--- config.mk ---
export PLATFORM = sky130hd
export DESIGN_NAME = ddr_cell_port_gearbox
export DESIGN_NICKNAME = d
export VERILOG_FILES = /design/src/design/pin_sync.v /design/src/design/cell_fifo.v /design/src/design/ddr_cell_port_gearbox.v
export VERILOG_INCLUDE_DIRS = /design/src /design/src/design
export SDC_FILE = /design/constraint.sdc
export NUM_CORES = 1
export LEC_CHECK = 0
export BUFFER_PORTS_ARGS = -buffer_cell sky130_fd_sc_hd__buf_2
export CAP_MARGIN = 20
export CORE_MARGIN = 10
export CORE_UTILIZATION = 61
export DETAILED_ROUTE_END_ITERATION = 8
export HOLD_SLACK_MARGIN = 0.08
export PLACE_DENSITY = 0.89
export SLEW_MARGIN = 10
export SYNTH_ARGS = -nofsm -noshare
export SYNTH_HDL_FRONTEND = slang
export SYNTH_SLANG_ARGS = --single-unit
--- constraint.sdc ---
create_clock -name i_clk -period 3.7 [get_ports i_clk]
set_input_delay 0.37 -clock i_clk [delete_from_list [all_inputs] [get_ports i_clk]]
set_output_delay 0.37 -clock i_clk [all_outputs]
set_load 0.005 [all_outputs]
--- src/design/ddr_cell_port_defs.vh ---
// constants shared by the double-rate cell port and its helpers
// assumes inclusion by bare name from design files only
`ifndef DDR_CELL_PORT_DEFS_VH
`define DDR_CELL_PORT_DEFS_VH

// link and internal widths
`define OCTET_W 8
`define WORD_W 32
`define OCTETS_PER_WORD 4
`define SLOT_W 2

// programmable minimum cell size, in octets (4..124, step 4)
`define MIN_CELL_W 7
`define MIN_CELL_LSB 2
`define CELL_WORDS_W 5
`define CELL_WORDS_MAX 5'h1F

// octet lane positions inside a word, first octet highest
`define OCTET0_MSB 31
`define OCTET1_MSB 23

// transmit fifo
`define TX_FIFO_DEPTH 16
`define TX_FIFO_AW 4

// transmit slot timing: system cycles per half octet slot
`define TX_HALF_SLOT_CYCLES 2
`define TX_HALF_CNT_W 2

// pin synchroniser depth
`define SYNC_STAGES 3

// idle fill sent when no word waits
`define TX_IDLE_WORD 32'h0000_0000

`endif

--- src/design/pin_sync.v ---
// three flip-flop synchroniser with agreement filter for pin inputs
// assumes inputs are asynchronous to i_clk; output is a stable registered level
`timescale 1ns/100ps
module pin_sync #(
   parameter WIDTH = 1
) (
   input wire i_clk,
   input wire i_reset_n,
   input wire [WIDTH-1:0] i_async,
   output reg [WIDTH-1:0] o_stable
);
   reg [WIDTH-1:0] s1_reg;
   reg [WIDTH-1:0] s2_reg;
   reg [WIDTH-1:0] s3_reg;
   integer k;

   // first stage feeds only the second; per bit, a change counts once stages two and three agree
   always @(posedge i_clk) begin
      if (!i_reset_n) begin
         s1_reg <= {WIDTH{1'b0}};
         s2_reg <= {WIDTH{1'b0}};
         s3_reg <= {WIDTH{1'b0}};
         o_stable <= {WIDTH{1'b0}};
      end else begin
         s1_reg <= i_async;
         s2_reg <= s1_reg;
         s3_reg <= s2_reg;
         for (k = 0; k < WIDTH; k = k + 1) begin
            if (s2_reg[k] == s3_reg[k]) begin
               o_stable[k] <= s3_reg[k];
            end
         end
      end
   end
endmodule

--- src/design/cell_fifo.v ---
// word fifo with registered output stage, valid and ready on both sides
// assumes single clock; in_ready and out_valid come from flip-flops
`timescale 1ns/100ps
module cell_fifo #(
   parameter WIDTH = 33,
   parameter DEPTH = 16,
   parameter AW = 4
) (
   input wire i_clk,
   input wire i_reset_n,
   input wire i_in_valid,
   input wire [WIDTH-1:0] i_in_data,
   output reg o_in_ready,
   output reg o_out_valid,
   output reg [WIDTH-1:0] o_out_data,
   input wire i_out_ready
);
   reg [WIDTH-1:0] mem [0:DEPTH-1];
   reg [AW-1:0] wr_ptr_reg;
   reg [AW-1:0] rd_ptr_reg;
   reg [AW:0] cnt_reg;
   reg [AW:0] cnt_next;
   wire push;
   wire load;

   assign push = i_in_valid & o_in_ready;
   assign load = (~o_out_valid | i_out_ready) & (cnt_reg != {(AW+1){1'b0}});

   always @* begin
      cnt_next = cnt_reg;
      if (push & ~load) begin
         cnt_next = cnt_reg + {{AW{1'b0}}, 1'b1};
      end else if (load & ~push) begin
         cnt_next = cnt_reg - {{AW{1'b0}}, 1'b1};
      end
   end

   always @(posedge i_clk) begin
      if (push) begin
         mem[wr_ptr_reg] <= i_in_data;
      end
   end

   // ready drops once storage is full, so back-pressure reaches the writer
   always @(posedge i_clk) begin
      if (!i_reset_n) begin
         wr_ptr_reg <= {AW{1'b0}};
         rd_ptr_reg <= {AW{1'b0}};
         cnt_reg <= {(AW+1){1'b0}};
         o_in_ready <= 1'b0;
         o_out_valid <= 1'b0;
         o_out_data <= {WIDTH{1'b0}};
      end else begin
         cnt_reg <= cnt_next;
         o_in_ready <= (cnt_next < DEPTH);
         if (push) begin
            wr_ptr_reg <= wr_ptr_reg + {{(AW-1){1'b0}}, 1'b1};
         end
         if (load) begin
            o_out_data <= mem[rd_ptr_reg];
            rd_ptr_reg <= rd_ptr_reg + {{(AW-1){1'b0}}, 1'b1};
            o_out_valid <= 1'b1;
         end else if (i_out_ready) begin
            o_out_valid <= 1'b0;
         end
      end
   end
endmodule

--- src/design/ddr_cell_port_gearbox.v ---
// byte-wide double-rate cell port: link octets to 32-bit words and back
// assumes link pins asynchronous to i_clk; fabric side on i_clk
// Function
// RULE_01: three ports exist; port zero always usable, others only when serial channels idle
// RULE_02: byte-wide double-edge link maps onto a single-edge 32-bit internal bus
// RULE_03: internal word rate is half the link clock rate
// RULE_04: octets of a cell follow without gaps; next start ends previous cell
// RULE_05: start-of-cell accompanies cell, first octet on forwarded clock rising edge
// RULE_06: receiver captures octets on both clock edges, gathers four per word
// RULE_07: far end forwards receive clock 120 to 311 MHz centred in data eye
// RULE_08: sender spaces starts by two-clock multiples, only in rising-edge slots
// RULE_09: first octet lands on bits 31:24, second on 23:16, then lower
// RULE_10: sender makes every cell a whole number of four-octet words
// RULE_11: minimum cell size programmable four to 124 octets in steps of four
// RULE_12: cell shorter than programmed minimum raises the short-cell flag
// RULE_13: transmitter splits each word into four octets on both clock edges
// RULE_14: transmit start marks octet 0; its transitions sit 90 degrees off clock
// RULE_15: forwarded transmit clock is shifted 90 degrees from data transitions
// RULE_16: outputs launch from the fast clock, even and odd octets alternate
// RULE_17: fast transmit clock is four times base rate, 240 to 284 MHz
// RULE_18: alignment error pulses one word cycle with start when caught on falling edge
// RULE_19: short-cell output rises with the start of the overrunning cell
// RULE_20: fabric raises cell processing enable after reset with stable controls
// RULE_21: drive disable low tristates transmit data, start and clock drivers
`timescale 1ns/100ps
`include "ddr_cell_port_defs.vh"
module ddr_cell_port_gearbox #(
   parameter PORT_INDEX = 0
) (
   input wire i_clk,
   input wire i_reset_n,
   input wire i_serial_channels_busy,
   input wire i_cell_proc_enable,
   input wire [`MIN_CELL_W-1:0] i_min_cell_octets,
   input wire i_rx_fwd_clock,
   input wire i_rx_cell_start,
   input wire [`OCTET_W-1:0] i_rx_data,
   output reg o_rx_word_clock,
   output reg o_rx_valid,
   output reg [`WORD_W-1:0] o_rx_data,
   output reg o_rx_cell_start,
   output reg o_short_cell_out,
   output reg o_cell_align_error,
   input wire i_tx_valid,
   input wire [`WORD_W-1:0] i_tx_data,
   input wire i_tx_cell_start,
   output wire o_tx_ready,
   input wire i_tx_drive_disable_n,
   output reg [`OCTET_W-1:0] o_tx_data,
   output reg o_tx_cell_start,
   output reg o_tx_fwd_clock,
   output reg o_tx_oe,
   output reg o_port_available
);
   // place one octet in its lane of a word; lane 0 is the most significant byte
   function [`WORD_W-1:0] put_octet;
      input [`WORD_W-1:0] word;
      input [`SLOT_W-1:0] slot;
      input [`OCTET_W-1:0] octet;
      begin
         put_octet = word;
         case (slot)
            2'd0: put_octet[`OCTET0_MSB -: `OCTET_W] = octet;
            2'd1: put_octet[`OCTET1_MSB -: `OCTET_W] = octet;
            2'd2: put_octet[15:8] = octet;
            default: put_octet[7:0] = octet;
         endcase
      end
   endfunction

   // pick one octet of a word by lane, same order as above
   function [`OCTET_W-1:0] get_octet;
      input [`WORD_W-1:0] word;
      input [`SLOT_W-1:0] slot;
      begin
         case (slot)
            2'd0: get_octet = word[`OCTET0_MSB -: `OCTET_W];
            2'd1: get_octet = word[`OCTET1_MSB -: `OCTET_W];
            2'd2: get_octet = word[15:8];
            default: get_octet = word[7:0];
         endcase
      end
   endfunction

   // port usability and enable
   reg port_on_reg;
   // RULE_01 port availability gate
   always @(posedge i_clk) begin
      if (!i_reset_n) begin
         o_port_available <= 1'b0;
         port_on_reg <= 1'b0;
      end else begin
         o_port_available <= (PORT_INDEX == 0) | ~i_serial_channels_busy;
         // RULE_20 wait for fabric enable
         port_on_reg <= ((PORT_INDEX == 0) | ~i_serial_channels_busy) & i_cell_proc_enable;
      end
   end

   // receive side: all link pins go through the same synchroniser so data stays aligned with the clock
   wire [`OCTET_W+1:0] rx_pins_s;
   wire rx_clk_s;
   wire rx_soc_s;
   wire [`OCTET_W-1:0] rx_data_s;
   reg rx_clk_prev_reg;
   wire rx_rise;
   wire rx_fall;

   pin_sync #(
      .WIDTH(`OCTET_W+2)
   ) u_rx_sync (
      .i_clk(i_clk),
      .i_reset_n(i_reset_n),
      .i_async({i_rx_fwd_clock, i_rx_cell_start, i_rx_data}),
      .o_stable(rx_pins_s)
   );

   assign rx_clk_s = rx_pins_s[`OCTET_W+1];
   assign rx_soc_s = rx_pins_s[`OCTET_W];
   assign rx_data_s = rx_pins_s[`OCTET_W-1:0];
   // RULE_06 both edges give a slot
   assign rx_rise = rx_clk_s & ~rx_clk_prev_reg;
   assign rx_fall = ~rx_clk_s & rx_clk_prev_reg;

   reg [`WORD_W-1:0] rx_word_reg;
   reg [`SLOT_W-1:0] rx_slot_reg;
   reg rx_in_cell_reg;
   reg rx_word_soc_reg;
   reg rx_align_pend_reg;
   reg rx_short_pend_reg;
   reg [`CELL_WORDS_W-1:0] rx_cell_words_reg;
   wire [`CELL_WORDS_W-1:0] min_words;

   // RULE_11 minimum size in whole words
   assign min_words = i_min_cell_octets[`MIN_CELL_W-1:`MIN_CELL_LSB];

   // limitation: link clock must stay well below i_clk/4 for every edge to be seen
   always @(posedge i_clk) begin
      if (!i_reset_n) begin
         rx_clk_prev_reg <= 1'b0;
         o_rx_word_clock <= 1'b0;
         rx_word_reg <= {`WORD_W{1'b0}};
         rx_slot_reg <= {`SLOT_W{1'b0}};
         rx_in_cell_reg <= 1'b0;
         rx_word_soc_reg <= 1'b0;
         rx_align_pend_reg <= 1'b0;
         rx_short_pend_reg <= 1'b0;
         rx_cell_words_reg <= {`CELL_WORDS_W{1'b0}};
         o_rx_valid <= 1'b0;
         o_rx_data <= {`WORD_W{1'b0}};
         o_rx_cell_start <= 1'b0;
         o_short_cell_out <= 1'b0;
         o_cell_align_error <= 1'b0;
      end else begin
         rx_clk_prev_reg <= rx_clk_s;
         o_rx_valid <= 1'b0;
         o_rx_cell_start <= 1'b0;
         o_short_cell_out <= 1'b0;
         o_cell_align_error <= 1'b0;
         // RULE_03 word clock at half link rate
         if (rx_rise) begin
            o_rx_word_clock <= ~o_rx_word_clock;
         end
         if (!port_on_reg) begin
            rx_in_cell_reg <= 1'b0;
            rx_slot_reg <= {`SLOT_W{1'b0}};
         end else if (rx_rise | rx_fall) begin
            if (rx_soc_s) begin
               // RULE_04 new start closes previous cell
               // RULE_09 first octet into top lane
               rx_word_reg <= put_octet({`WORD_W{1'b0}}, 2'd0, rx_data_s);
               rx_slot_reg <= 2'd1;
               rx_in_cell_reg <= 1'b1;
               rx_word_soc_reg <= 1'b1;
               // RULE_18 start caught on falling edge
               rx_align_pend_reg <= rx_fall;
               // RULE_12 short previous cell check
               rx_short_pend_reg <= rx_in_cell_reg & (rx_cell_words_reg < min_words);
               rx_cell_words_reg <= {`CELL_WORDS_W{1'b0}};
            end else if (rx_in_cell_reg) begin
               // RULE_06 gather four octets
               if (rx_slot_reg == 2'd3) begin
                  // RULE_02 word on one edge
                  o_rx_data <= put_octet(rx_word_reg, rx_slot_reg, rx_data_s);
                  o_rx_valid <= 1'b1;
                  o_rx_cell_start <= rx_word_soc_reg;
                  // RULE_19 flag with new cell start
                  o_short_cell_out <= rx_word_soc_reg & rx_short_pend_reg;
                  // RULE_18 one word cycle pulse
                  o_cell_align_error <= rx_word_soc_reg & rx_align_pend_reg;
                  rx_word_soc_reg <= 1'b0;
                  rx_align_pend_reg <= 1'b0;
                  rx_short_pend_reg <= 1'b0;
                  if (rx_cell_words_reg != `CELL_WORDS_MAX) begin
                     rx_cell_words_reg <= rx_cell_words_reg + 5'd1;
                  end
               end else begin
                  rx_word_reg <= put_octet(rx_word_reg, rx_slot_reg, rx_data_s);
               end
               rx_slot_reg <= rx_slot_reg + 2'd1;
            end
         end
      end
   end

   // transmit side: fabric words wait in the fifo, the slot engine drains it
   wire tx_fifo_valid;
   wire [`WORD_W:0] tx_fifo_data;
   reg tx_pop;

   cell_fifo #(
      .WIDTH(`WORD_W+1),
      .DEPTH(`TX_FIFO_DEPTH),
      .AW(`TX_FIFO_AW)
   ) u_tx_fifo (
      .i_clk(i_clk),
      .i_reset_n(i_reset_n),
      .i_in_valid(i_tx_valid),
      .i_in_data({i_tx_cell_start, i_tx_data}),
      .o_in_ready(o_tx_ready),
      .o_out_valid(tx_fifo_valid),
      .o_out_data(tx_fifo_data),
      .i_out_ready(tx_pop)
   );

   reg [`TX_HALF_CNT_W-1:0] tx_half_cnt_reg;
   reg tx_half_tick_reg;
   reg tx_phase_reg;
   reg [`SLOT_W-1:0] tx_slot_reg;
   reg [`WORD_W-1:0] tx_word_reg;
   wire tx_launch;
   wire [`WORD_W-1:0] tx_cur_word;
   wire tx_cur_soc;

   // RULE_17 fast clock stand-in as an enable divider
   always @(posedge i_clk) begin
      if (!i_reset_n) begin
         tx_half_cnt_reg <= {`TX_HALF_CNT_W{1'b0}};
         tx_half_tick_reg <= 1'b0;
      end else if (tx_half_cnt_reg == `TX_HALF_SLOT_CYCLES - 1) begin
         tx_half_cnt_reg <= {`TX_HALF_CNT_W{1'b0}};
         tx_half_tick_reg <= 1'b1;
      end else begin
         tx_half_cnt_reg <= tx_half_cnt_reg + 2'd1;
         tx_half_tick_reg <= 1'b0;
      end
   end

   assign tx_launch = port_on_reg & tx_half_tick_reg & ~tx_phase_reg;
   // on lane 0 a fresh word is taken straight from the fifo head, or idle fill when it is empty; lanes 1 to 3 read tx_word_reg
   assign tx_cur_word = (tx_slot_reg != 2'd0) ? tx_word_reg :
                        (tx_fifo_valid ? tx_fifo_data[`WORD_W-1:0] : `TX_IDLE_WORD);
   assign tx_cur_soc = (tx_slot_reg == 2'd0) & tx_fifo_valid & tx_fifo_data[`WORD_W];

   always @* begin
      tx_pop = tx_launch & (tx_slot_reg == 2'd0) & tx_fifo_valid;
   end

   always @(posedge i_clk) begin
      if (!i_reset_n) begin
         tx_phase_reg <= 1'b0;
         tx_slot_reg <= {`SLOT_W{1'b0}};
         tx_word_reg <= {`WORD_W{1'b0}};
         o_tx_data <= {`OCTET_W{1'b0}};
         o_tx_cell_start <= 1'b0;
         o_tx_fwd_clock <= 1'b0;
         o_tx_oe <= 1'b0;
      end else begin
         // RULE_21 drivers released while disabled
         o_tx_oe <= i_tx_drive_disable_n;
         if (!port_on_reg) begin
            tx_phase_reg <= 1'b0;
            tx_slot_reg <= {`SLOT_W{1'b0}};
            o_tx_fwd_clock <= 1'b0;
            o_tx_cell_start <= 1'b0;
         end else if (tx_half_tick_reg) begin
            tx_phase_reg <= ~tx_phase_reg;
            if (!tx_phase_reg) begin
               // RULE_13 one octet per slot
               // RULE_16 even and odd lanes alternate
               o_tx_data <= get_octet(tx_cur_word, tx_slot_reg);
               // RULE_14 start marks octet 0 only
               o_tx_cell_start <= tx_cur_soc;
               if (tx_slot_reg == 2'd0) begin
                  tx_word_reg <= tx_cur_word;
                  // later lanes read this copy, the fifo head moves on
               end
               tx_slot_reg <= tx_slot_reg + 2'd1;
            end else begin
               // RULE_15 clock edge mid-slot, quarter period after data
               // RULE_05 lane 0 sits under a rising edge
               o_tx_fwd_clock <= ~o_tx_fwd_clock;
            end
         end
      end
   end
endmodule

==> metrics.txt <==
status completed; Buf/Inv on CP 3; endpoint type of the worst setup path flip-flop; most common cell after layout, fill and taps aside edfxtp_1; Rel. slew slack 0.265; # IOs between 100 and 150; flip-flop count of the largest register after layout 528; WL final ~67,000 um; Worst-Margin Slew between 1000 and 1500 ps; Switch Pwr ~4700 uW; hold buffer count at CTS 13; crit-path max FO 26; synth warn 0; Reg2Reg Setup Slack 720 ps; die width ~230 um; initial core utilization 0.618; routed len/inst 26.6 um; power share of the combinational group 0.123; mapped cell area approximately 28,000 um^2; gr usage total 0.239; Fin Clk Skew around 30 ps; CP max-delay cell a21oi_4; Top reg by flops u_tx_fifo.mem; FILL cells ~2,600; htree depth 3; ys flop type edfxtp_1; CP peak stage delay roughly 470 ps; Largest regs u_tx_fifo.mem (528), u_tx_fifo.o_out_data (33), o_rx_data (32); Mapped Cells about 1,700; Mapped Avg Cell Area 16.3 um^2; final net count around 1,900; Synth Register Bits 732; hold crit path type in2reg; drt first pass iters 7; grt ovf 0; worst path cell trace inv_1, ha_1, nand4b_4, a21oi_4, inv_2, ha_1, inv_1, nand2_1, o22ai_1, a21oi_1, a211oi_1; sequential share of power 0.484; Power Dens Cells roughly 600 nW/um^2; commonest non-fill, non-tap cells in the layout 528 x edfxtp_1, 201 x dfxtp_1, 132 x mux4_2, 102 x buf_2, 87 x nor2_1; area grow syn2layout 14.0%; non-filler cells, final 2,511; fraction of layout instances using a drive strength above 1 0.238; hold path depth 1; first-pass GRT wire length roughly 100,000 um; syn_nets between 1,500 and 2,000; Final min period slightly below 3000 ps; placed cell count roughly 2,400; Largest delay share family, worst path compound AO/OA/AOI/OAI gates; clk root buf clkbuf_16; R2R depth 11; initial antenna violation count 2; Die H between 200 and 250 um; ANT nets after route 0; Pint 14,600 uW; Max Cap Violations 0; Final Hold Viols 0; CP Depth 11; # DRC 0; clock-pin slew on the worst setup and hold paths ~60 ps; Peak Freq between 0.3 and 0.4 GHz; CTS tree yes; max-slew violations 0; sequential fraction of the synthesis area 0.709; aggregate negative setup slack 0 ps; CTS resizes 0; fin crit share 0.805; FP Rows 78; post-synth cell types 50; full die area between 50,000 and 60,000 um^2; core region area 45,500 um^2; unrepaired setup endpoints after global routing no; Post CTS Setup Buffer Count 0; DR vias 16,300; Leak Pwr around 0.011 uW; vias per cell 6.50; crit start category flip-flop; CTS sink cnt approximately 730; TritonCTS Buffers 73; CTS Buffer Depth 3; dpl hpwl ~38,000 um; DRT iter0 DRCs roughly 1,900; Worst Path Required between 4000 and 5000 ps; Worst Path Class, Setup reg2reg; clock network power share 0.393; setup violators final 0; Post-synth ARST share 0; worst-skew pair later-pin latency ~620 ps; Post-synth EDFFs ~530; Sw Share 0.244; I/O Buffers between 100 and 150; largest net degree at the start of global routing 61; gp weighted congestion between 0.8 and 0.9; Worst VDD drop ~460 uV; CP arrival about 3500 ps; number of global-route vias before repair about 17,000
## cells in the mapped netlist (3+ instances only)
master | n | share of area
buf_1 | 9 | 0.0012
buf_2 | 30 | 0.0053
nand2b_1 | 6 | 0.0013
a211oi_1 | 25 | 0.0067
mux4_2 | 132 | 0.11
mux2i_1 | 51 | 0.018
buf_6 | 4 | 0.0016
clkbuf_1 | 63 | 0.0084
xnor2_1 | 5 | 0.0016
o21ai_1 | 31 | 0.0055
nor2_1 | 100 | 0.013
buf_4 | 7 | 0.0019
ha_1 | 26 | 0.012
mux2_2 | 33 | 0.013
edfxtp_1 | 528 | 0.56
nand3_1 | 21 | 0.0037
and3_1 | 4 | 0.00089
a221o_1 | 8 | 0.0028
nand4_1 | 4 | 0.00089
dfxtp_1 | 204 | 0.15
nor3_1 | 22 | 0.0039
and2_1 | 52 | 0.012
nand2_1 | 71 | 0.0095
a22oi_1 | 59 | 0.016
xor2_1 | 8 | 0.0025
a21oi_1 | 63 | 0.011
inv_1 | 43 | 0.0057
o211a_1 | 3 | 0.0011
nor2b_1 | 23 | 0.0051
o31ai_1 | 9 | 0.0024
o21ai_0 | 58 | 0.010
## area by class of cell
| cell class | count | area (um^2) | share of cell area |
|---|---|---|---|
| flip-flops and latches | 732 | 20000 | 0.622 |
| clock inverters | 34 | 442 | 0.0138 |
| diodes | 2 | 5.00 | 0.000156 |
| multi-input cells | 837 | 7610 | 0.237 |
| well taps | 600 | 751 | 0.0234 |
| clock buffers | 99 | 2050 | 0.0638 |
| repair buffers | 161 | 1090 | 0.0339 |
| inverters | 46 | 173 | 0.00539 |
## stage by stage
step | total power [uW] | worst slack, ps | hold WS (ps) | area, um^2 | utilization
after CTS | 19300 | 817 | 99.1 | 32100 | 0.705
final | 19300 | 722 | 123 | 32100 | 0.705
after detailed placement | 11800 | 856 | 412 | 29400 | 0.647
after global routing | 19800 | 608 | 116 | 32100 | 0.705
after floorplan | 11100 | 246 | 398 | 28100 | -
after global placement | 11700 | 1070 | 407 | 29400 | 0.647
## cells by family after synthesis
family,count (synthesis),synth area share
DFF,732,0.709
and+or+nand+nor,310,0.0531
AOI/OAI and AO/OA,272,0.0605
muxes,216,0.137
buffers and inverters,159,0.0246
adders and majority gates,26,0.0116
xor gates and xnor gates,13,0.00405
## power groups by stage
stage          Clock (uW)  Combinational (uW)  Sequential [uW]
3_3_place_gp            0                2190             9460
5_1_grt              7920                2530             9350
2_1_floorplan           0                1790             9310
3_5_place_dp            0                2310             9480
4_1_cts              7660                2360             9320
6_report             7580                2360             9340
## metal layers
metal,track usage,part of all wire,vias to the layer above
met4,0.121,0.050,2
met5,0,0.00019,-
met3,0.0569,0.10,257
met2,0.391,0.49,1054
li1,-,-,6885
met1,0.293,0.36,8115
## final timing paths
| kind | from | end |
|---|---|---|
| max reg2reg | tx_slot_reg[0]$_SDFFE_PN0P_ | flip-flop |
| max | tx_slot_reg[0]$_SDFFE_PN0P_ | flip-flop |
| min reg2reg | tx_half_cnt_reg[0]$_SDFF_PP0_ | tx_half_cnt_reg[0]$_SDFF_PP0_ |
| min | i_tx_data[0] | u_tx_fifo.mem[9][0]$_DFFE_PP_ |
## worst reg2reg max path: cells and delay by family, from the launching register on
family | cells | cell delay (ps)
and+or+nand+nor | 2 | 570
DFF | 1 | 350
buffers and inverters | 3 | 320
AOI/OAI and AO/OA | 4 | 1120
adders and majority gates | 2 | 530
Note: power is estimated with default switching activity, not from simulation.
